==> src/atc_map.svh <==
// Purpose: offsets, field positions, reset values and timing counts of the
//          front-end trim and timing block
// Assumes: 25 MHz core clock; register index times four gives the byte address
// Notes:   definitions only
//
// Summary of operation
// - gain update strobe fires for both channels every period count times 2 us
// - gain update period of zero stops all periodic gain updates
// - coarse override bit 15 disables auto offset, drives DAC from bits 7:0
// - fine override bit 15 disables auto offset, drives DAC from bits 7:0
// - forced offset codes are signed two's complement, 250 uV per step
// - offset update strobe fires for both channels every period count times 2 us
// - offset update period of zero stops all periodic offset updates
// - extrapolator runs count times 2 us after each qualifying event
// - extrapolation run time of zero never activates the extrapolator
// - sleep exit waits the 16-bit settle cycle count before going functional
// - startup holds digital sequencing in reset for the 19-bit split cycle count plus one cycle
// - startup count resets to 0x0006 / 0x1a80; other registers reset to zero
`ifndef ATC_MAP_SVH
`define ATC_MAP_SVH

// register indices
`define ATC_IDX_GAIN_PERIOD 8'h44
`define ATC_IDX_COARSE_OVR 8'h45
`define ATC_IDX_FINE_OVR 8'h46
`define ATC_IDX_OFFSET_PERIOD 8'h47
`define ATC_IDX_EXTRAP_TIME 8'h48
`define ATC_IDX_SLEEP_SETTLE 8'h4c
`define ATC_IDX_STARTUP_UPPER 8'h4d
`define ATC_IDX_STARTUP_LOWER 8'h4e

// field positions
`define ATC_OVR_EN_BIT 15
`define ATC_OVR_CODE_MSB 7
`define ATC_STARTUP_UPPER_MSB 2

// reset values
`define ATC_RST_ZERO 16'h0000
`define ATC_RST_STARTUP_UPPER 3'h6
`define ATC_RST_STARTUP_LOWER 16'h1a80

// timing: one period unit is 2 us
`define ATC_UNIT_NS 2000
`define ATC_CLK_NS 40
`define ATC_UNIT_CYCLES ((`ATC_UNIT_NS) / (`ATC_CLK_NS))

`endif

==> src/atc_pkg.sv <==
// Purpose: shared types of the front-end trim and timing block
// Assumes: constants live in atc_map.svh
// Notes:   one-hot state codes
package atc_pkg;
	typedef enum logic [1:0] {
		ATC_ST_HOLD = 2'b01,
		ATC_ST_RUN = 2'b10
	} atc_start_e;

	typedef enum logic [1:0] {
		ATC_WK_IDLE = 2'b01,
		ATC_WK_SETTLE = 2'b10
	} atc_wake_e;

	typedef logic signed [7:0] atc_offset_t;
	typedef logic [7:0] atc_idx_t;
endpackage

==> src/atc_period_timer.sv <==
// Purpose: periodic strobe every period_i units of PRESCALE clocks
// Assumes: period_i comes from a register on the same clock
// Notes:   a zero period stops the strobe entirely
`timescale 1ns/1ps
`default_nettype none
`include "atc_map.svh"

module atc_period_timer #(
	parameter int unsigned PRESCALE = `ATC_UNIT_CYCLES,
	parameter int unsigned PW = 16
) (
	input wire logic clk_i, // core clock
	input wire logic srst_i, // sync reset, high
	input wire logic [PW-1:0] period_i, // period in units
	input wire logic restart_i, // period register written
	output logic tick_o // one-cycle update strobe
);
	localparam int unsigned SW = $clog2(PRESCALE + 1);

	logic [SW-1:0] presc_ff;
	logic [PW-1:0] unit_ff;
	logic tick_ff;
	logic presc_end;
	logic period_zero;

	assign presc_end = (presc_ff == SW'(PRESCALE - 1));
	assign period_zero = (period_i == '0);
	assign tick_o = tick_ff;

	// -------------------------------------------------------------
	// prescaler and unit counter
	// -------------------------------------------------------------
	// restart on write so a new period counts from a clean interval
	always_ff @(posedge clk_i)
	begin
		if (srst_i || restart_i || period_zero)
		begin
			presc_ff <= '0;
			unit_ff <= '0;
			tick_ff <= 1'b0;
		end
		else
		begin
			tick_ff <= 1'b0;
			if (presc_end)
			begin
				presc_ff <= '0;
				if (unit_ff == period_i - PW'(1))
				begin
					unit_ff <= '0;
					tick_ff <= 1'b1;
				end
				else
				begin
					unit_ff <= unit_ff + PW'(1);
				end
			end
			else
			begin
				presc_ff <= presc_ff + SW'(1);
			end
		end
	end

	// -------------------------------------------------------------
	// checking helpers
	// -------------------------------------------------------------
	logic [31:0] gap_ff;
	logic steady_ff;

	always_ff @(posedge clk_i)
	begin
		if (srst_i || restart_i || period_zero || tick_ff)
			gap_ff <= '0;
		else
			gap_ff <= gap_ff + 32'd1;
	end

	always_ff @(posedge clk_i)
	begin
		if (srst_i || restart_i || period_zero)
			steady_ff <= 1'b0;
		else if (tick_ff)
			steady_ff <= 1'b1;
	end

	a_tick_spacing: assert property (@(posedge clk_i) disable iff (srst_i)
		tick_ff && steady_ff |-> gap_ff == 32'(period_i) * 32'(PRESCALE) - 32'd1)
		else $error("update strobe spacing wrong");

	a_zero_no_tick: assert property (@(posedge clk_i) disable iff (srst_i)
		$past(period_zero) |-> !tick_ff)
		else $error("strobe with zero period");
endmodule // atc_period_timer

`default_nettype wire

==> src/atc_top.sv <==
// Purpose: front-end trim and timing registers with update timers,
//          offset overrides, extrapolator run window and settle delays
// Assumes: Avalon-MM slave, byte addresses, registers at index times four
// Notes:   all outputs are registered; answer comes one cycle after request
//
// Decided for this implementation: the Avalon-MM slave port.
`timescale 1ns/1ps
`default_nettype none
`include "atc_map.svh"

module atc_top #(
	parameter int unsigned PRESCALE = `ATC_UNIT_CYCLES,
	parameter logic [18:0] STARTUP_RESET_CNT =
		{`ATC_RST_STARTUP_UPPER, `ATC_RST_STARTUP_LOWER}
) (
	input wire logic clk_i, // core clock
	input wire logic srst_i, // sync reset, high
	input wire logic [9:0] avs_address_i, // byte address
	input wire logic avs_read_i, // read request
	input wire logic avs_write_i, // write request
	input wire logic [31:0] avs_writedata_i, // write data
	input wire logic [3:0] avs_byteenable_i, // byte lanes
	output logic [31:0] avs_readdata_o, // read data
	output logic avs_waitrequest_o, // stall, high
	input wire atc_pkg::atc_offset_t coarse_auto_code_i, // auto coarse offset
	input wire atc_pkg::atc_offset_t fine_auto_code_i, // auto fine offset
	input wire logic qualify_evt_i, // extrapolator trigger
	input wire logic sleep_exit_i, // leaving sleep, pulse
	output logic gain_update_stb_o, // gain DAC update strobe
	output logic offset_update_stb_o, // offset DAC update strobe
	output logic coarse_auto_en_o, // coarse auto offset on
	output logic fine_auto_en_o, // fine auto offset on
	output atc_pkg::atc_offset_t coarse_offset_dac_o, // coarse DAC code
	output atc_pkg::atc_offset_t fine_offset_dac_o, // fine DAC code
	output logic extrap_active_o, // extrapolator running
	output logic wake_settling_o, // sleep exit settle busy
	output logic wake_done_o, // functional, pulse
	output logic dsp_hold_o // startup hold of sequencing
);
	import atc_pkg::*;

	// -------------------------------------------------------------
	// helpers
	// -------------------------------------------------------------
	function automatic atc_idx_t reg_index(input logic [9:0] addr);
		reg_index = addr[9:2];
	endfunction

	// merge the two low byte lanes into a 16-bit register
	function automatic logic [15:0] lane_merge(input logic [15:0] old_v,
		input logic [15:0] new_v, input logic [1:0] be);
		lane_merge = {be[1] ? new_v[15:8] : old_v[15:8],
			be[0] ? new_v[7:0] : old_v[7:0]};
	endfunction

	// -------------------------------------------------------------
	// registers
	// -------------------------------------------------------------
	logic [15:0] gain_update_period_ff;
	logic coarse_offset_force_en_ff;
	logic [7:0] coarse_offset_forced_code_ff;
	logic fine_offset_force_en_ff;
	logic [7:0] fine_offset_forced_code_ff;
	logic [15:0] offset_update_period_ff;
	logic [15:0] extrapolation_run_time_ff;
	logic [15:0] sleep_exit_settle_cycles_ff;
	logic [2:0] startup_upper_ff;
	logic [15:0] startup_lower_ff;
	logic wait_ff;
	logic [31:0] rdata_ff;
	logic [31:0] nxt_rdata;
	logic wr_take;
	logic [15:0] wdata;
	logic [15:0] ovr_old_c;
	logic [15:0] ovr_old_f;
	logic [15:0] ovr_new_c;
	logic [15:0] ovr_new_f;
	logic [15:0] up_new;
	atc_idx_t idx;

	assign idx = reg_index(avs_address_i);
	assign wdata = avs_writedata_i[15:0];
	assign wr_take = avs_write_i && !wait_ff;
	assign avs_waitrequest_o = wait_ff;
	assign avs_readdata_o = rdata_ff;
	assign ovr_old_c = {coarse_offset_force_en_ff, 7'h00, coarse_offset_forced_code_ff};
	assign ovr_old_f = {fine_offset_force_en_ff, 7'h00, fine_offset_forced_code_ff};
	assign ovr_new_c = lane_merge(ovr_old_c, wdata, avs_byteenable_i[1:0]);
	assign ovr_new_f = lane_merge(ovr_old_f, wdata, avs_byteenable_i[1:0]);
	assign up_new = lane_merge({13'h0000, startup_upper_ff}, wdata, avs_byteenable_i[1:0]);

	// wait one cycle, then answer; back to waiting after each answer
	always_ff @(posedge clk_i)
	begin
		if (srst_i)
			wait_ff <= 1'b1;
		else
			wait_ff <= !((avs_read_i || avs_write_i) && wait_ff);
	end

	// register writes; unmapped writes are dropped
	always_ff @(posedge clk_i)
	begin
		if (srst_i)
		begin
			gain_update_period_ff <= `ATC_RST_ZERO;
			coarse_offset_force_en_ff <= 1'b0;
			coarse_offset_forced_code_ff <= 8'h00;
			fine_offset_force_en_ff <= 1'b0;
			fine_offset_forced_code_ff <= 8'h00;
			offset_update_period_ff <= `ATC_RST_ZERO;
			extrapolation_run_time_ff <= `ATC_RST_ZERO;
			sleep_exit_settle_cycles_ff <= `ATC_RST_ZERO;
			startup_upper_ff <= STARTUP_RESET_CNT[18:16];
			startup_lower_ff <= STARTUP_RESET_CNT[15:0];
		end
		else if (wr_take)
		begin
			unique case (idx)
				`ATC_IDX_GAIN_PERIOD:
					gain_update_period_ff <= lane_merge(gain_update_period_ff, wdata, avs_byteenable_i[1:0]);
				`ATC_IDX_COARSE_OVR:
				begin
					coarse_offset_force_en_ff <= ovr_new_c[`ATC_OVR_EN_BIT];
					coarse_offset_forced_code_ff <= ovr_new_c[`ATC_OVR_CODE_MSB:0];
				end
				`ATC_IDX_FINE_OVR:
				begin
					fine_offset_force_en_ff <= ovr_new_f[`ATC_OVR_EN_BIT];
					fine_offset_forced_code_ff <= ovr_new_f[`ATC_OVR_CODE_MSB:0];
				end
				`ATC_IDX_OFFSET_PERIOD:
					offset_update_period_ff <= lane_merge(offset_update_period_ff, wdata, avs_byteenable_i[1:0]);
				`ATC_IDX_EXTRAP_TIME:
					extrapolation_run_time_ff <= lane_merge(extrapolation_run_time_ff, wdata, avs_byteenable_i[1:0]);
				`ATC_IDX_SLEEP_SETTLE:
					sleep_exit_settle_cycles_ff <= lane_merge(sleep_exit_settle_cycles_ff, wdata, avs_byteenable_i[1:0]);
				`ATC_IDX_STARTUP_UPPER:
					startup_upper_ff <= up_new[`ATC_STARTUP_UPPER_MSB:0];
				`ATC_IDX_STARTUP_LOWER:
					startup_lower_ff <= lane_merge(startup_lower_ff, wdata, avs_byteenable_i[1:0]);
				default:
				begin
				end
			endcase
		end
	end

	// read mux; reserved and unmapped bits read zero
	always_comb
	begin
		nxt_rdata = 32'h0000_0000;
		unique case (idx)
			`ATC_IDX_GAIN_PERIOD: nxt_rdata[15:0] = gain_update_period_ff;
			`ATC_IDX_COARSE_OVR: nxt_rdata[15:0] = ovr_old_c;
			`ATC_IDX_FINE_OVR: nxt_rdata[15:0] = ovr_old_f;
			`ATC_IDX_OFFSET_PERIOD: nxt_rdata[15:0] = offset_update_period_ff;
			`ATC_IDX_EXTRAP_TIME: nxt_rdata[15:0] = extrapolation_run_time_ff;
			`ATC_IDX_SLEEP_SETTLE: nxt_rdata[15:0] = sleep_exit_settle_cycles_ff;
			`ATC_IDX_STARTUP_UPPER: nxt_rdata[2:0] = startup_upper_ff;
			`ATC_IDX_STARTUP_LOWER: nxt_rdata[15:0] = startup_lower_ff;
			default: nxt_rdata = 32'h0000_0000;
		endcase
	end

	// capture during the wait cycle so data stands at the answer edge
	always_ff @(posedge clk_i)
	begin
		if (srst_i)
			rdata_ff <= 32'h0000_0000;
		else if (avs_read_i && wait_ff)
			rdata_ff <= nxt_rdata;
	end

	a_bus_one_wait: assert property (@(posedge clk_i) disable iff (srst_i)
		(avs_read_i || avs_write_i) && wait_ff |=> !wait_ff ##1 wait_ff)
		else $error("bus answer timing wrong");

	// -------------------------------------------------------------
	// gain and offset update timers
	// -------------------------------------------------------------
	logic gain_restart;
	logic offset_restart;

	assign gain_restart = wr_take && (idx == `ATC_IDX_GAIN_PERIOD);
	assign offset_restart = wr_take && (idx == `ATC_IDX_OFFSET_PERIOD);

	// one strobe serves both channels
	atc_period_timer #(.PRESCALE(PRESCALE), .PW(16)) u_gain_timer (
		.clk_i(clk_i),
		.srst_i(srst_i),
		.period_i(gain_update_period_ff),
		.restart_i(gain_restart),
		.tick_o(gain_update_stb_o)
	);

	atc_period_timer #(.PRESCALE(PRESCALE), .PW(16)) u_offset_timer (
		.clk_i(clk_i),
		.srst_i(srst_i),
		.period_i(offset_update_period_ff),
		.restart_i(offset_restart),
		.tick_o(offset_update_stb_o)
	);

	// -------------------------------------------------------------
	// offset overrides
	// -------------------------------------------------------------
	logic coarse_auto_en_ff;
	logic fine_auto_en_ff;
	atc_offset_t coarse_dac_ff;
	atc_offset_t fine_dac_ff;

	assign coarse_auto_en_o = coarse_auto_en_ff;
	assign fine_auto_en_o = fine_auto_en_ff;
	assign coarse_offset_dac_o = coarse_dac_ff;
	assign fine_offset_dac_o = fine_dac_ff;

	// forced code is passed as signed, 250 uV per lsb
	always_ff @(posedge clk_i)
	begin
		if (srst_i)
		begin
			coarse_auto_en_ff <= 1'b1;
			fine_auto_en_ff <= 1'b1;
			coarse_dac_ff <= '0;
			fine_dac_ff <= '0;
		end
		else
		begin
			coarse_auto_en_ff <= !coarse_offset_force_en_ff;
			fine_auto_en_ff <= !fine_offset_force_en_ff;
			coarse_dac_ff <= coarse_offset_force_en_ff ?
				atc_offset_t'(coarse_offset_forced_code_ff) : coarse_auto_code_i;
			fine_dac_ff <= fine_offset_force_en_ff ?
				atc_offset_t'(fine_offset_forced_code_ff) : fine_auto_code_i;
		end
	end

	a_coarse_forced: assert property (@(posedge clk_i) disable iff (srst_i)
		$past(coarse_offset_force_en_ff) && !$past(srst_i) |->
		!coarse_auto_en_o && coarse_offset_dac_o == $past(coarse_offset_forced_code_ff))
		else $error("coarse override not applied");

	a_fine_forced: assert property (@(posedge clk_i) disable iff (srst_i)
		$past(fine_offset_force_en_ff) && !$past(srst_i) |->
		!fine_auto_en_o && fine_offset_dac_o == $past(fine_offset_forced_code_ff))
		else $error("fine override not applied");

	// -------------------------------------------------------------
	// extrapolator run window
	// -------------------------------------------------------------
	localparam int unsigned XSW = $clog2(PRESCALE + 1);
	logic [XSW-1:0] x_presc_ff;
	logic [15:0] x_unit_ff;
	logic extrap_ff;
	logic x_unit_end;

	assign x_unit_end = (x_presc_ff == XSW'(PRESCALE - 1));
	assign extrap_active_o = extrap_ff;

	// a new event while running restarts the window
	always_ff @(posedge clk_i)
	begin
		if (srst_i || extrapolation_run_time_ff == 16'h0000)
		begin
			extrap_ff <= 1'b0;
			x_presc_ff <= '0;
			x_unit_ff <= 16'h0000;
		end
		else if (qualify_evt_i)
		begin
			extrap_ff <= 1'b1;
			x_presc_ff <= '0;
			x_unit_ff <= 16'h0000;
		end
		else if (extrap_ff)
		begin
			if (x_unit_end)
			begin
				x_presc_ff <= '0;
				if (x_unit_ff == extrapolation_run_time_ff - 16'h0001)
					extrap_ff <= 1'b0;
				else
					x_unit_ff <= x_unit_ff + 16'h0001;
			end
			else
			begin
				x_presc_ff <= x_presc_ff + XSW'(1);
			end
		end
	end

	a_extrap_start: assert property (@(posedge clk_i) disable iff (srst_i)
		qualify_evt_i && extrapolation_run_time_ff != 16'h0000 |=> extrap_active_o)
		else $error("extrapolator did not start");

	a_extrap_zero: assert property (@(posedge clk_i) disable iff (srst_i)
		$past(extrapolation_run_time_ff == 16'h0000) |-> !extrap_active_o)
		else $error("extrapolator ran with zero time");

	// -------------------------------------------------------------
	// sleep exit settle
	// -------------------------------------------------------------
	atc_wake_e wake_st_ff;
	logic [15:0] wake_cnt_ff;
	logic wake_done_ff;

	assign wake_settling_o = wake_st_ff[1]; // one-hot settle bit, straight from the flop
	assign wake_done_o = wake_done_ff;

	always_ff @(posedge clk_i)
	begin
		if (srst_i)
		begin
			wake_st_ff <= ATC_WK_IDLE;
			wake_cnt_ff <= 16'h0000;
			wake_done_ff <= 1'b0;
		end
		else
		begin
			wake_done_ff <= 1'b0;
			unique case (wake_st_ff)
				ATC_WK_IDLE:
				begin
					if (sleep_exit_i && sleep_exit_settle_cycles_ff == 16'h0000)
						wake_done_ff <= 1'b1;
					else if (sleep_exit_i)
					begin
						wake_st_ff <= ATC_WK_SETTLE;
						wake_cnt_ff <= 16'h0001;
					end
				end
				ATC_WK_SETTLE:
				begin
					if (wake_cnt_ff >= sleep_exit_settle_cycles_ff)
					begin
						wake_st_ff <= ATC_WK_IDLE;
						wake_done_ff <= 1'b1;
					end
					else
					begin
						wake_cnt_ff <= wake_cnt_ff + 16'h0001;
					end
				end
			endcase
		end
	end

	a_wake_settle: assert property (@(posedge clk_i) disable iff (srst_i)
		wake_settling_o && wake_cnt_ff < sleep_exit_settle_cycles_ff |=>
		wake_settling_o && !wake_done_o)
		else $error("settle ended early");

	// -------------------------------------------------------------
	// startup hold
	// -------------------------------------------------------------
	atc_start_e start_st_ff;
	logic [18:0] start_cnt_ff;

	// the limit is read live, so software may stretch the hold
	always_ff @(posedge clk_i)
	begin
		if (srst_i)
		begin
			start_st_ff <= ATC_ST_HOLD;
			start_cnt_ff <= 19'h00000;
			dsp_hold_o <= 1'b1;
		end
		else
		begin
			unique case (start_st_ff)
				ATC_ST_HOLD:
				begin
					if (start_cnt_ff >= {startup_upper_ff, startup_lower_ff})
					begin
						start_st_ff <= ATC_ST_RUN;
						dsp_hold_o <= 1'b0;
					end
					else
					begin
						start_cnt_ff <= start_cnt_ff + 19'h00001;
					end
				end
				ATC_ST_RUN:
					dsp_hold_o <= 1'b0;
			endcase
		end
	end

	// only while holding: a larger limit written after startup must not re-hold
	a_startup_hold: assert property (@(posedge clk_i) disable iff (srst_i)
		start_st_ff == ATC_ST_HOLD && start_cnt_ff < {startup_upper_ff, startup_lower_ff} |=> dsp_hold_o)
		else $error("startup hold released early");
endmodule // atc_top

`default_nettype wire

==> config.mk <==
export PLATFORM = sky130hd
export DESIGN_NAME = atc_top
export DESIGN_NICKNAME = d
export VERILOG_FILES = /design/src/atc_pkg.sv /design/src/atc_period_timer.sv /design/src/atc_top.sv
export VERILOG_INCLUDE_DIRS = /design/src /design/src/src
export SDC_FILE = /design/constraint.sdc
export NUM_CORES = 1
export LEC_CHECK = 0
export ABC_CLOCK_PERIOD_IN_PS = 4050
export BUFFER_PORTS_ARGS = -buffer_cell sky130_fd_sc_hd__buf_2
export CAP_MARGIN = 15
export CORE_UTILIZATION = 55
export CTS_CLUSTER_DIAMETER = 50
export DETAILED_ROUTE_END_ITERATION = 8
export GPL_TIMING_DRIVEN = 0
export PLACE_DENSITY = 0.78
export SYNTH_ARGS = -nofsm -noshare
export SYNTH_HDL_FRONTEND = slang
export SYNTH_SLANG_ARGS = --single-unit
==> constraint.sdc <==
create_clock -name clk_i -period 4.05 [get_ports clk_i]
set_clock_uncertainty 0.2 [all_clocks]
set_input_delay 0.81 -clock clk_i [delete_from_list [all_inputs] [get_ports clk_i]]
set_output_delay 0.81 -clock clk_i [all_outputs]
set_load 0.01 [all_outputs]
==> metrics.yaml, run 1 <==
outcome:
  status: "complete, no violations"
power_and_ir_drop:
  internal_power_mw: 4.28
  swShare_pct: 22.8
  p_seq_share_pct: 44.2
  p_leak_nw: 5.82
  p_clk_share_pct: 51.6
  vdd_drop_max_v: 0.000410
  p_switching_mw: 1.26
  combPwrFrac_pct: 4.2
  p_per_area_nw_per_um2: 366
global_routing:
  grt_pass1_vias: 11600
  grt_usage_pct: 30.1
  grt-ovfl-total: 0
  grt_first_pass_wirelength_mm: 58.6
  antenna_found_initial: 0
  grt_start_max_net_pins: 15
setup_path:
  r2r-start: "extrapolation_run_time_ff[1]"
  crit_fanout: 10
  startpoint_type: "input pin"
  crit_required_ps: 4240
  cp_data_arrival_time_ps: 3720
  startpoint: "avs_address_i[7]"
  r2r_slack_ps: 560
  critPathKind: "in -> reg"
  cp-end-kind: "flip-flop"
timing:
  hold_violations: 0
  slew_violations: 0
  setup_ws_ps: 525
  period_minus_slack_ps: 3530
  slew_headroom_pct: 35.8
  max_freq_mhz: 284
  tns_ps: 0
  rsz0062_at_grt: "no"
  worstMarginPinSlew_ps: 956
  setup_violations: 0
  fin_crit_sh_pct: 87.0
detailed_routing:
  wl_per_cell_um: 17.7
  vias: 12600
  drtIter0Drc: 1064
  drt_first_pass_iters: 7
  via_per_inst: 5.95
  final_antenna_net_count: 0
  totalWireLength_mm: 37.6
  drc: 0
yosys:
  synth_top_flop_cell: "dfxtp_1"
  avgSynthCellArea_um2: 8.03
  netlist_instances: 1643
  synthArstFlopShare_pct: 0
  ys_ff_latch: 246
  synth_enable_flop_cells: 0
  ys_types: 80
  syn_area_um2: 13200
  yosysWarningCount: 0
  yosysSeqAreaShare_pct: 37.3
clocking:
  cts_buffers: 29
  cts_resized: 0
  ctsLongestPathBuffers: 3
  cts.sinks: 246
  cts_hold_buf: 0
  root_buffer: "clkbuf_16"
  clk_pin_slew_worst_paths_ps: 60
  post-cts-setup-buffers: 0
  htreeDepth: 1
  cts_tree: "built"
  clk_latency_ps: 560
placed_design:
  io_buffers: 83
  dp_cells: 2061
  dp_slack_ps: 165
  place.gp.congestion: 0.945
  detailed_place_hpwl_mm: 27.3
  dpl_cell_area_um2: 14100
finish:
  multi_input_area_um2: 7590
  regArea_um2: 4920
  nets: 1893
  synthToLayoutAreaGrowth_pct: 14.7
  fillers: 1957
  fin_area_um2: 15100
  insertedDiodeCount: 0
  stdcell_count: 2118
  drive_gt1_share_pct: 10.9
floorplan:
  num_rows: 56
  start_util_pct: 56.2
  io_pins: 125
  dieArea_um2: 24600
  die_x_um: 157
  core_um2: 23500
  die_h_um: 157
job:
  max_cap_viol_count: 0
worst_hold_path:
  hold_start: "dsp_hold_o"
  hp-class: "reg -> reg"
## critical path: stages
cell	delay, ps
buf_2	100
nor4b_2	540
nand3b_1	350
nor3_1	470
clkbuf_1	450
clkbuf_1	440
nand2_1	320
nand2_1	150
a21oi_1	80
## path summary, 6_finish.rpt
check	end	depth (start not counted)
min reg2reg	dsp_hold_o	2
max	gain_update_period_ff[8]	9
max reg2reg	x_unit_ff[12]	12
min	dsp_hold_o	2
## synth_stat cells, types with 3 or more instances
master	n	area share, %
o21a_1	9	0.51
o21ai_0	31	1.2
xor2_1	53	3.5
a21o_1	13	0.74
mux4_2	3	0.51
a22oi_1	12	0.68
nand2_1	243	6.9
dfxtp_1	246	37
buf_1	7	0.20
a21oi_1	154	5.8
nor4_1	10	0.47
inv_1	66	1.9
buf_2	5	0.19
and4_1	8	0.53
mux2_2	5	0.43
nand4_1	44	2.1
nand3_1	70	2.7
nor4_2	3	0.28
a31oi_1	11	0.52
o211ai_1	14	0.80
ha_1	49	4.6
clkbuf_1	72	2.0
nor3_1	21	0.80
buf_4	16	0.91
nor4_4	3	0.48
mux2i_1	43	3.3
a211oi_1	12	0.68
or3_1	20	0.95
xnor2_1	54	3.6
o31ai_1	5	0.28
a211o_1	3	0.20
o2111ai_1	4	0.27
nor2b_1	17	0.81
o31a_1	5	0.33
a41o_2	3	0.26
and2_1	15	0.71
a221oi_1	7	0.46
buf_6	4	0.34
and3_1	25	1.2
a222oi_1	10	0.76
nand3b_1	8	0.45
nand2b_1	10	0.47
or4_1	7	0.40
nor4b_1	5	0.33
nor2_1	173	4.9
## routing by layer
| metal | vias to the layer above | part of all wire, % | global-route usage (%) |
|---|---|---|---|
| met4 | 0 | 4.1 | 13.0 |
| met3 | 126 | 9.1 | 4.49 |
| met2 | 586 | 45 | 49.4 |
| met5 | - | 0 | 0 |
| li1 | 5998 | - | - |
| met1 | 5890 | 42 | 39.4 |
## cells in the final DEF (no fill, tap or decap), types with 12 or more instances in the layout
| cell type | count |
|---|---|
| buf_4 | 16 |
| dfxtp_1 | 246 |
| a21o_1 | 13 |
| nor2_1 | 173 |
| inv_1 | 66 |
| o21ai_0 | 31 |
| or3_1 | 20 |
| clkbuf_1 | 78 |
| xor2_1 | 53 |
| nand2_1 | 243 |
| nand3_1 | 70 |
| nor2b_1 | 17 |
| mux2i_1 | 43 |
| ha_1 | 49 |
| and3_1 | 25 |
| nand4_1 | 44 |
| buf_2 | 89 |
| o211ai_1 | 14 |
| clkbuf_16 | 29 |
| conb_1 | 16 |
| a21oi_1 | 154 |
| and2_1 | 15 |
| nor3_1 | 21 |
| a22oi_1 | 12 |
| a211oi_1 | 12 |
| xnor2_1 | 54 |
## through the flow
stage	total power [mW]	hold slack, ps	util [%]
after global placement	2.72	232	59.9
final	5.54	244	64.5
after global routing	5.66	287	64.5
after floorplan	2.62	230	-
after CTS	5.55	245	64.5
after detailed placement	2.72	233	60.0
## registers in the layout, summed over array words and instances (netlist names), 16 cells and up
name                         flops
avs_readdata_o                  16
extrapolation_run_time_ff       16
u_gain_timer.unit_ff            16
u_offset_timer.unit_ff          16
gain_update_period_ff           16
startup_lower_ff                16
wake_cnt_ff                     16
x_unit_ff                       16
sleep_exit_settle_cycles_ff     16
offset_update_period_ff         16
start_cnt_ff                    19
## layout make-up
cell class / count / area share (%)
plain buffers: 105 / 3.25
multi-input cells: 1241 / 50.1
inverters: 66 / 1.64
clock buffers: 38 / 5.21
repair buffers: 87 / 2.89
well taps: 319 / 2.64
flip-flops and latches: 246 / 32.5
clock inverters: 16 / 1.74
## kinds of logic (layout without fill, tap and decap cells)
logic type,Yosys count,in the layout,synth area share (%)
AND/OR/NAND/NOR,702,702,26.0
buffers and inverters,171,312,5.60
other,1,16,0.0284
multiplexers,51,51,4.20
XOR/XNOR,107,107,7.10
adder cells (fa/ha/maj),49,49,4.64
flip-flops,246,246,37.3
AO/OA/AOI/OAI,316,316,15.1
## power by group through the flow
stage          Sequential [mW]  Clock [mW]  Combinational (mW)
5_1_grt                   2.45        2.97               0.246
3_5_place_dp              2.50           0               0.223
6_report                  2.45        2.86               0.232
3_3_place_gp              2.50           0               0.221
4_1_cts                   2.45        2.88               0.225
2_1_floorplan             2.50           0               0.117
No activity file was read; power rests on OpenSTA's default activity.
==> run 2: changes to the inputs <==
CTS_BUF_LIST = sky130_fd_sc_hd__clkbuf_16   (was default)
==> run 2 against run 1 <==
Against the previous run: fmax is 1.6% lower; sequential cell count did not move; non-clock buffer count is the same; final area shrank 0.20%; sequential share of layout area grew 0.065 points; die area unchanged; clock-buffer cell count is 9 lower; core utilization shrank 0.13 points; via count hardly changed; critical endpoint unchanged; setup slack worse by 57 ps; power decreased by 1.4%; combinational power hardly changed.
==> metrics.yaml, run 2 (synthesis gave the netlist of run 1 again) <==
worst_hold_path:
  hp-class: "reg -> reg"
setup_path:
  crit_fanout: 10
  startpoint_type: "input pin"
  cp-end-kind: "flip-flop"
  r2r_slack_ps: 570
  crit_required_ps: 4240
  r2r-start: "extrapolation_run_time_ff[1]"
  r2r-end: "x_unit_ff[12]"
  rr_worst_depth: 12
  cp-endpoint: "gain_update_period_ff[8]"
  critPathKind: "in -> reg"
  cp_data_arrival_time_ps: 3780
  startpoint: "avs_address_i[7]"
floorplan:
  die_h_um: 157
  core_um2: 23500
  io_pins: 125
  dieArea_um2: 24600
  die_x_um: 157
  num_rows: 56
  start_util_pct: 56.2
global_routing:
  grtUsageMet3_pct: 4.52
  grt_pass1_vias: 11600
  grt_usage_pct: 30.1
  busiest_layer: "met2"
  antenna_found_initial: 0
  grtUsageMet1_pct: 39.4
  grt_first_pass_wirelength_mm: 58.6
  grt_util_met2_pct: 49.4
  grt_start_max_net_pins: 15
  grt-ovfl-total: 0
timing:
  fin_crit_sh_pct: 88.4
  period_minus_slack_ps: 3580
  worstMarginPinSlew_ps: 951
  setup_violations: 0
  hold_violations: 0
  setup_ws_ps: 468
  max_freq_mhz: 279
  rsz0062_at_grt: "no"
  tns_ps: 0
  slew_violations: 0
  slew_headroom_pct: 36.1
power_and_ir_drop:
  p_per_area_nw_per_um2: 361
  vdd_drop_max_v: 0.000408
  p_leak_nw: 5.83
detailed_routing:
  vias: 12600
  wl_per_cell_um: 17.7
  totalWireLength_mm: 37.4
  via_per_inst: 5.94
  drc: 0
  drt_first_pass_iters: 8
  drtIter0Drc: 1118
  final_antenna_net_count: 0
finish:
  nets: 1893
  top_register: "start_cnt_ff"
  fillers: 1965
  mostFrequentLayoutCells: "246 x dfxtp_1, 243 x nand2_1, 173 x nor2_1"
  insertedDiodeCount: 0
  drive_gt1_share_pct: 10.7
  largest_register_ffs: 19
  synthToLayoutAreaGrowth_pct: 14.5
  final_common_cell: "dfxtp_1"
  stdcell_count: 2118
outcome:
  status: "complete, no violations"
clocking:
  ctsLongestPathBuffers: 3
  cts_resized: 0
  cts_tree: "built"
  root_buffer: "clkbuf_16"
  post-cts-setup-buffers: 0
  clk_pin_slew_worst_paths_ps: 60
  cts_buffers: 29
  cts_hold_buf: 0
  clk_latency_ps: 560
  cts.sinks: 246
  htreeDepth: 1
placed_design:
  place.gp.congestion: 0.945
  io_buffers: 83
  detailed_place_hpwl_mm: 27.3
  dp_cells: 2061
  dp_slack_ps: 165
job:
  max_cap_viol_count: 0
==> run 2: critical path: stages <==
cell	delay (ps)
buf_2	100
nor4b_2	540
nand3b_1	360
nor3_1	490
clkbuf_1	450
clkbuf_1	440
nand2_1	330
nand2_1	170
a21oi_1	80
==> run 2: final cells by class <==
cell class / count / area (um^2) / share of cell area, %
multi-input combinational: 1241 / 7590 / 50.2
sequential: 246 / 4920 / 32.6
clock buffer: 29 / 726 / 4.80
buffer: 105 / 492 / 3.25
timing repair buffer: 87 / 438 / 2.90
tap: 319 / 399 / 2.64
clock inverter: 25 / 298 / 1.97
inverter: 66 / 248 / 1.64
==> run 2: how the worst min path moves through the flow <==
stage | startpoint | endpoint | slack, ps | depth (start not counted)
after floorplan | u_offset_timer.presc_ff[0] | u_offset_timer.presc_ff[0] | 230 | 1
final | dsp_hold_o | dsp_hold_o | 240 | 2
after global placement | dsp_hold_o | dsp_hold_o | 230 | 2
after CTS | dsp_hold_o | dsp_hold_o | 240 | 2
after global routing | u_gain_timer.presc_ff[0] | u_gain_timer.presc_ff[0] | 290 | 1
after detailed placement | dsp_hold_o | dsp_hold_o | 230 | 2
==> run 2: metrics by stage <==
step           instance area, um^2  hold slack [ps]  power, mW  util [%]
5_1_grt                      15100              287       5.59      64.4
6_report                     15100              243       5.46      64.4
2_1_floorplan                13300              230       2.62         -
3_3_place_gp                 14100              232       2.72      59.9
3_5_place_dp                 14100              233       2.72      60.0
4_1_cts                      15100              245       5.47      64.3
==> run 2: power breakdown <==
group / switching, mW / total (mW) / internal (mW)
Combinational: 0.162 / 0.231 / 0.0687
Clock: 1.08 / 2.78 / 1.70
Sequential: 0.0102 / 2.45 / 2.44
Total: 1.26 / 5.46 / 4.20
==> run 2: routing by layer <==
| metal | up-vias | routed length [um] |
|---|---|---|
| met4 | 0 | 1410 |
| met2 | 575 | 16800 |
| met3 | 111 | 3100 |
| met5 | - | 0 |
| li1 | 5994 | - |
| met1 | 5909 | 16100 |
==> run 3: changes to the inputs <==
CORE_UTILIZATION = 28   (was 55)
PLACE_DENSITY = 0.47   (was 0.78)
==> run 3 against run 2 <==
Against the previous run: critical path depth did not move; clock power rose by 14%; routed wire length rose by 14%; sequential share of layout area fell by 1.1 points; clock-buffer cell count rose by 8; hold slack got worse by 3.0 ps; via count fell by 3.4%; global-route usage fell by 12 points; first-iteration DRC count fell by 30%; setup slack got worse by 100 ps; highest routed layer unchanged.
==> metrics.yaml, run 3 (synthesis gave the netlist of run 1 again) <==
clocking:
  post-cts-setup-buffers: 0
  clk_latency_ps: 550
  clk_pin_slew_worst_paths_ps: 50
  cts_buffers: 36
  cts.sinks: 246
  htreeDepth: 2
  ctsLongestPathBuffers: 3
  cts_hold_buf: 0
  cts_tree: "built"
  cts_resized: 0
  root_buffer: "clkbuf_16"
power_and_ir_drop:
  combPwrFrac_pct: 4.1
  p_seq_share_pct: 41.8
  internal_power_mw: 4.44
  p_switching_mw: 1.42
  p_leak_nw: 5.89
  swShare_pct: 24.2
  vdd_drop_max_v: 0.000293
  p_per_area_nw_per_um2: 374
  p_clk_share_pct: 54.2
finish:
  insertedDiodeCount: 0
  mostFrequentLayoutCells: "246 x dfxtp_1, 243 x nand2_1, 173 x nor2_1"
  largest_register_ffs: 19
  top_register: "start_cnt_ff"
  synthToLayoutAreaGrowth_pct: 18.5
  nets: 1899
  drive_gt1_share_pct: 11.2
  fillers: 4855
  stdcell_count: 2415
  final_common_cell: "dfxtp_1"
floorplan:
  start_util_pct: 28.4
  core_um2: 46600
  die_x_um: 219
  dieArea_um2: 48000
  die_h_um: 219
  num_rows: 79
  io_pins: 125
timing:
  period_minus_slack_ps: 3690
  worstMarginPinSlew_ps: 1030
  holdWs_ps: 240
  fin_crit_sh_pct: 91.0
  slew_violations: 0
  max_freq_mhz: 271
  hold_violations: 0
  slew_headroom_pct: 31.0
  setup_violations: 0
  rsz0062_at_grt: "no"
detailed_routing:
  via_per_inst: 5.04
  drt_first_pass_iters: 5
  wl_met2_mm: 19.4
  routedLengthMet1_mm: 20.1
  drc: 0
  totalWireLength_mm: 42.8
  vias: 12200
  wl_met3_mm: 2.01
  highest-signal-layer: "met4"
  wl_per_cell_um: 17.7
  final_antenna_net_count: 0
  drtIter0Drc: 779
global_routing:
  grt_usage_pct: 18.0
  grt_first_pass_wirelength_mm: 66.4
  grt_pass1_vias: 11400
  grt_start_max_net_pins: 13
  grt-ovfl-total: 0
  antenna_found_initial: 2
setup_path:
  cp_data_arrival_time_ps: 3960
  rr_worst_depth: 12
  crit_required_ps: 4330
  crit_fanout: 10
  r2r-start: "extrapolation_run_time_ff[1]"
  r2r-end: "x_unit_ff[12]"
  startpoint: "avs_address_i[7]"
  startpoint_type: "input pin"
  cp-end-kind: "flip-flop"
  r2r_slack_ps: 510
  cp-endpoint: "avs_readdata_o[4]"
  critPathKind: "in -> reg"
placed_design:
  io_buffers: 83
  detailed_place_hpwl_mm: 32.3
  place.gp.congestion: 0.866
  dp_cells: 2349
job:
  max_cap_viol_count: 0
outcome:
  status: "complete, no violations"
worst_hold_path:
  hp-class: "reg -> reg"
## run 3: changes by cell type in the layout (fill, tap and decap cells not counted), moves of 2 or more
cell / change
bufinv_16: -2
clkbuf_16: +8
clkinv_4: +2
clkinv_1: +2
clkinvlp_4: +4
clkinv_2: -2
## run 3: worst min-delay path by stage
stage / from / endpoint / cells past startpoint
2_1_floorplan: u_offset_timer.presc_ff[0] / u_offset_timer.presc_ff[0] / 1
5_1_grt: dsp_hold_o / dsp_hold_o / 2
4_1_cts: dsp_hold_o / dsp_hold_o / 2
3_3_place_gp: dsp_hold_o / dsp_hold_o / 2
3_5_place_dp: dsp_hold_o / dsp_hold_o / 2
6_report: dsp_hold_o / dsp_hold_o / 2
## run 3: area by class of cell
cell class | count | area (um^2) | area share [%]
plain buffers | 105 | 492 | 3.14
multi-input cells | 1241 | 7600 | 48.6
flip-flops and latches | 246 | 4920 | 31.5
clock inverters | 27 | 268 | 1.71
repair buffers | 86 | 430 | 2.75
well taps | 607 | 759 | 4.85
clock buffers | 37 | 926 | 5.92
inverters | 66 | 248 | 1.58
## run 3: power groups by stage
| stage | Combinational (mW) | Sequential, mW | Clock [mW] |
|---|---|---|---|
| detailed placement | 0.238 | 2.50 | 0 |
| floorplan | 0.117 | 2.50 | 0 |
| global route | 0.259 | 2.45 | 3.35 |
| CTS | 0.238 | 2.45 | 3.24 |
| finish | 0.237 | 2.45 | 3.17 |
| global placement | 0.237 | 2.50 | 0 |
## run 3: per-layer routing
metal / vias up / global-route usage [%]
li1: 6016 / -
met1: 5759 / 24.5
met2: 303 / 28.8
met3: 83 / 2.73
met4: 0 / 6.64
met5: - / 0
## run 3: worst max-delay path: stages
cell and delay, ps:
buf_2 100, nor4b_2 580, nand3_1 390, nor3_1 880, clkbuf_1 530, a222oi_1 220, a21oi_1 270, a21oi_1 70
nor2_1 100
## run 3: stage by stage
stage	setup slack [ps]	power (mW)	instance area (um^2)	setup TNS, ps	utilization [%]
6_report	365	5.86	15600	0	33.6
5_1_grt	121	6.05	15600	0	33.6
4_1_cts	483	5.92	15600	0	33.6
3_5_place_dp	-74.6	2.74	14400	-1150	31.0
3_3_place_gp	-4.80	2.74	14400	-4.80	31.0
2_1_floorplan	971	2.62	13300	0	-
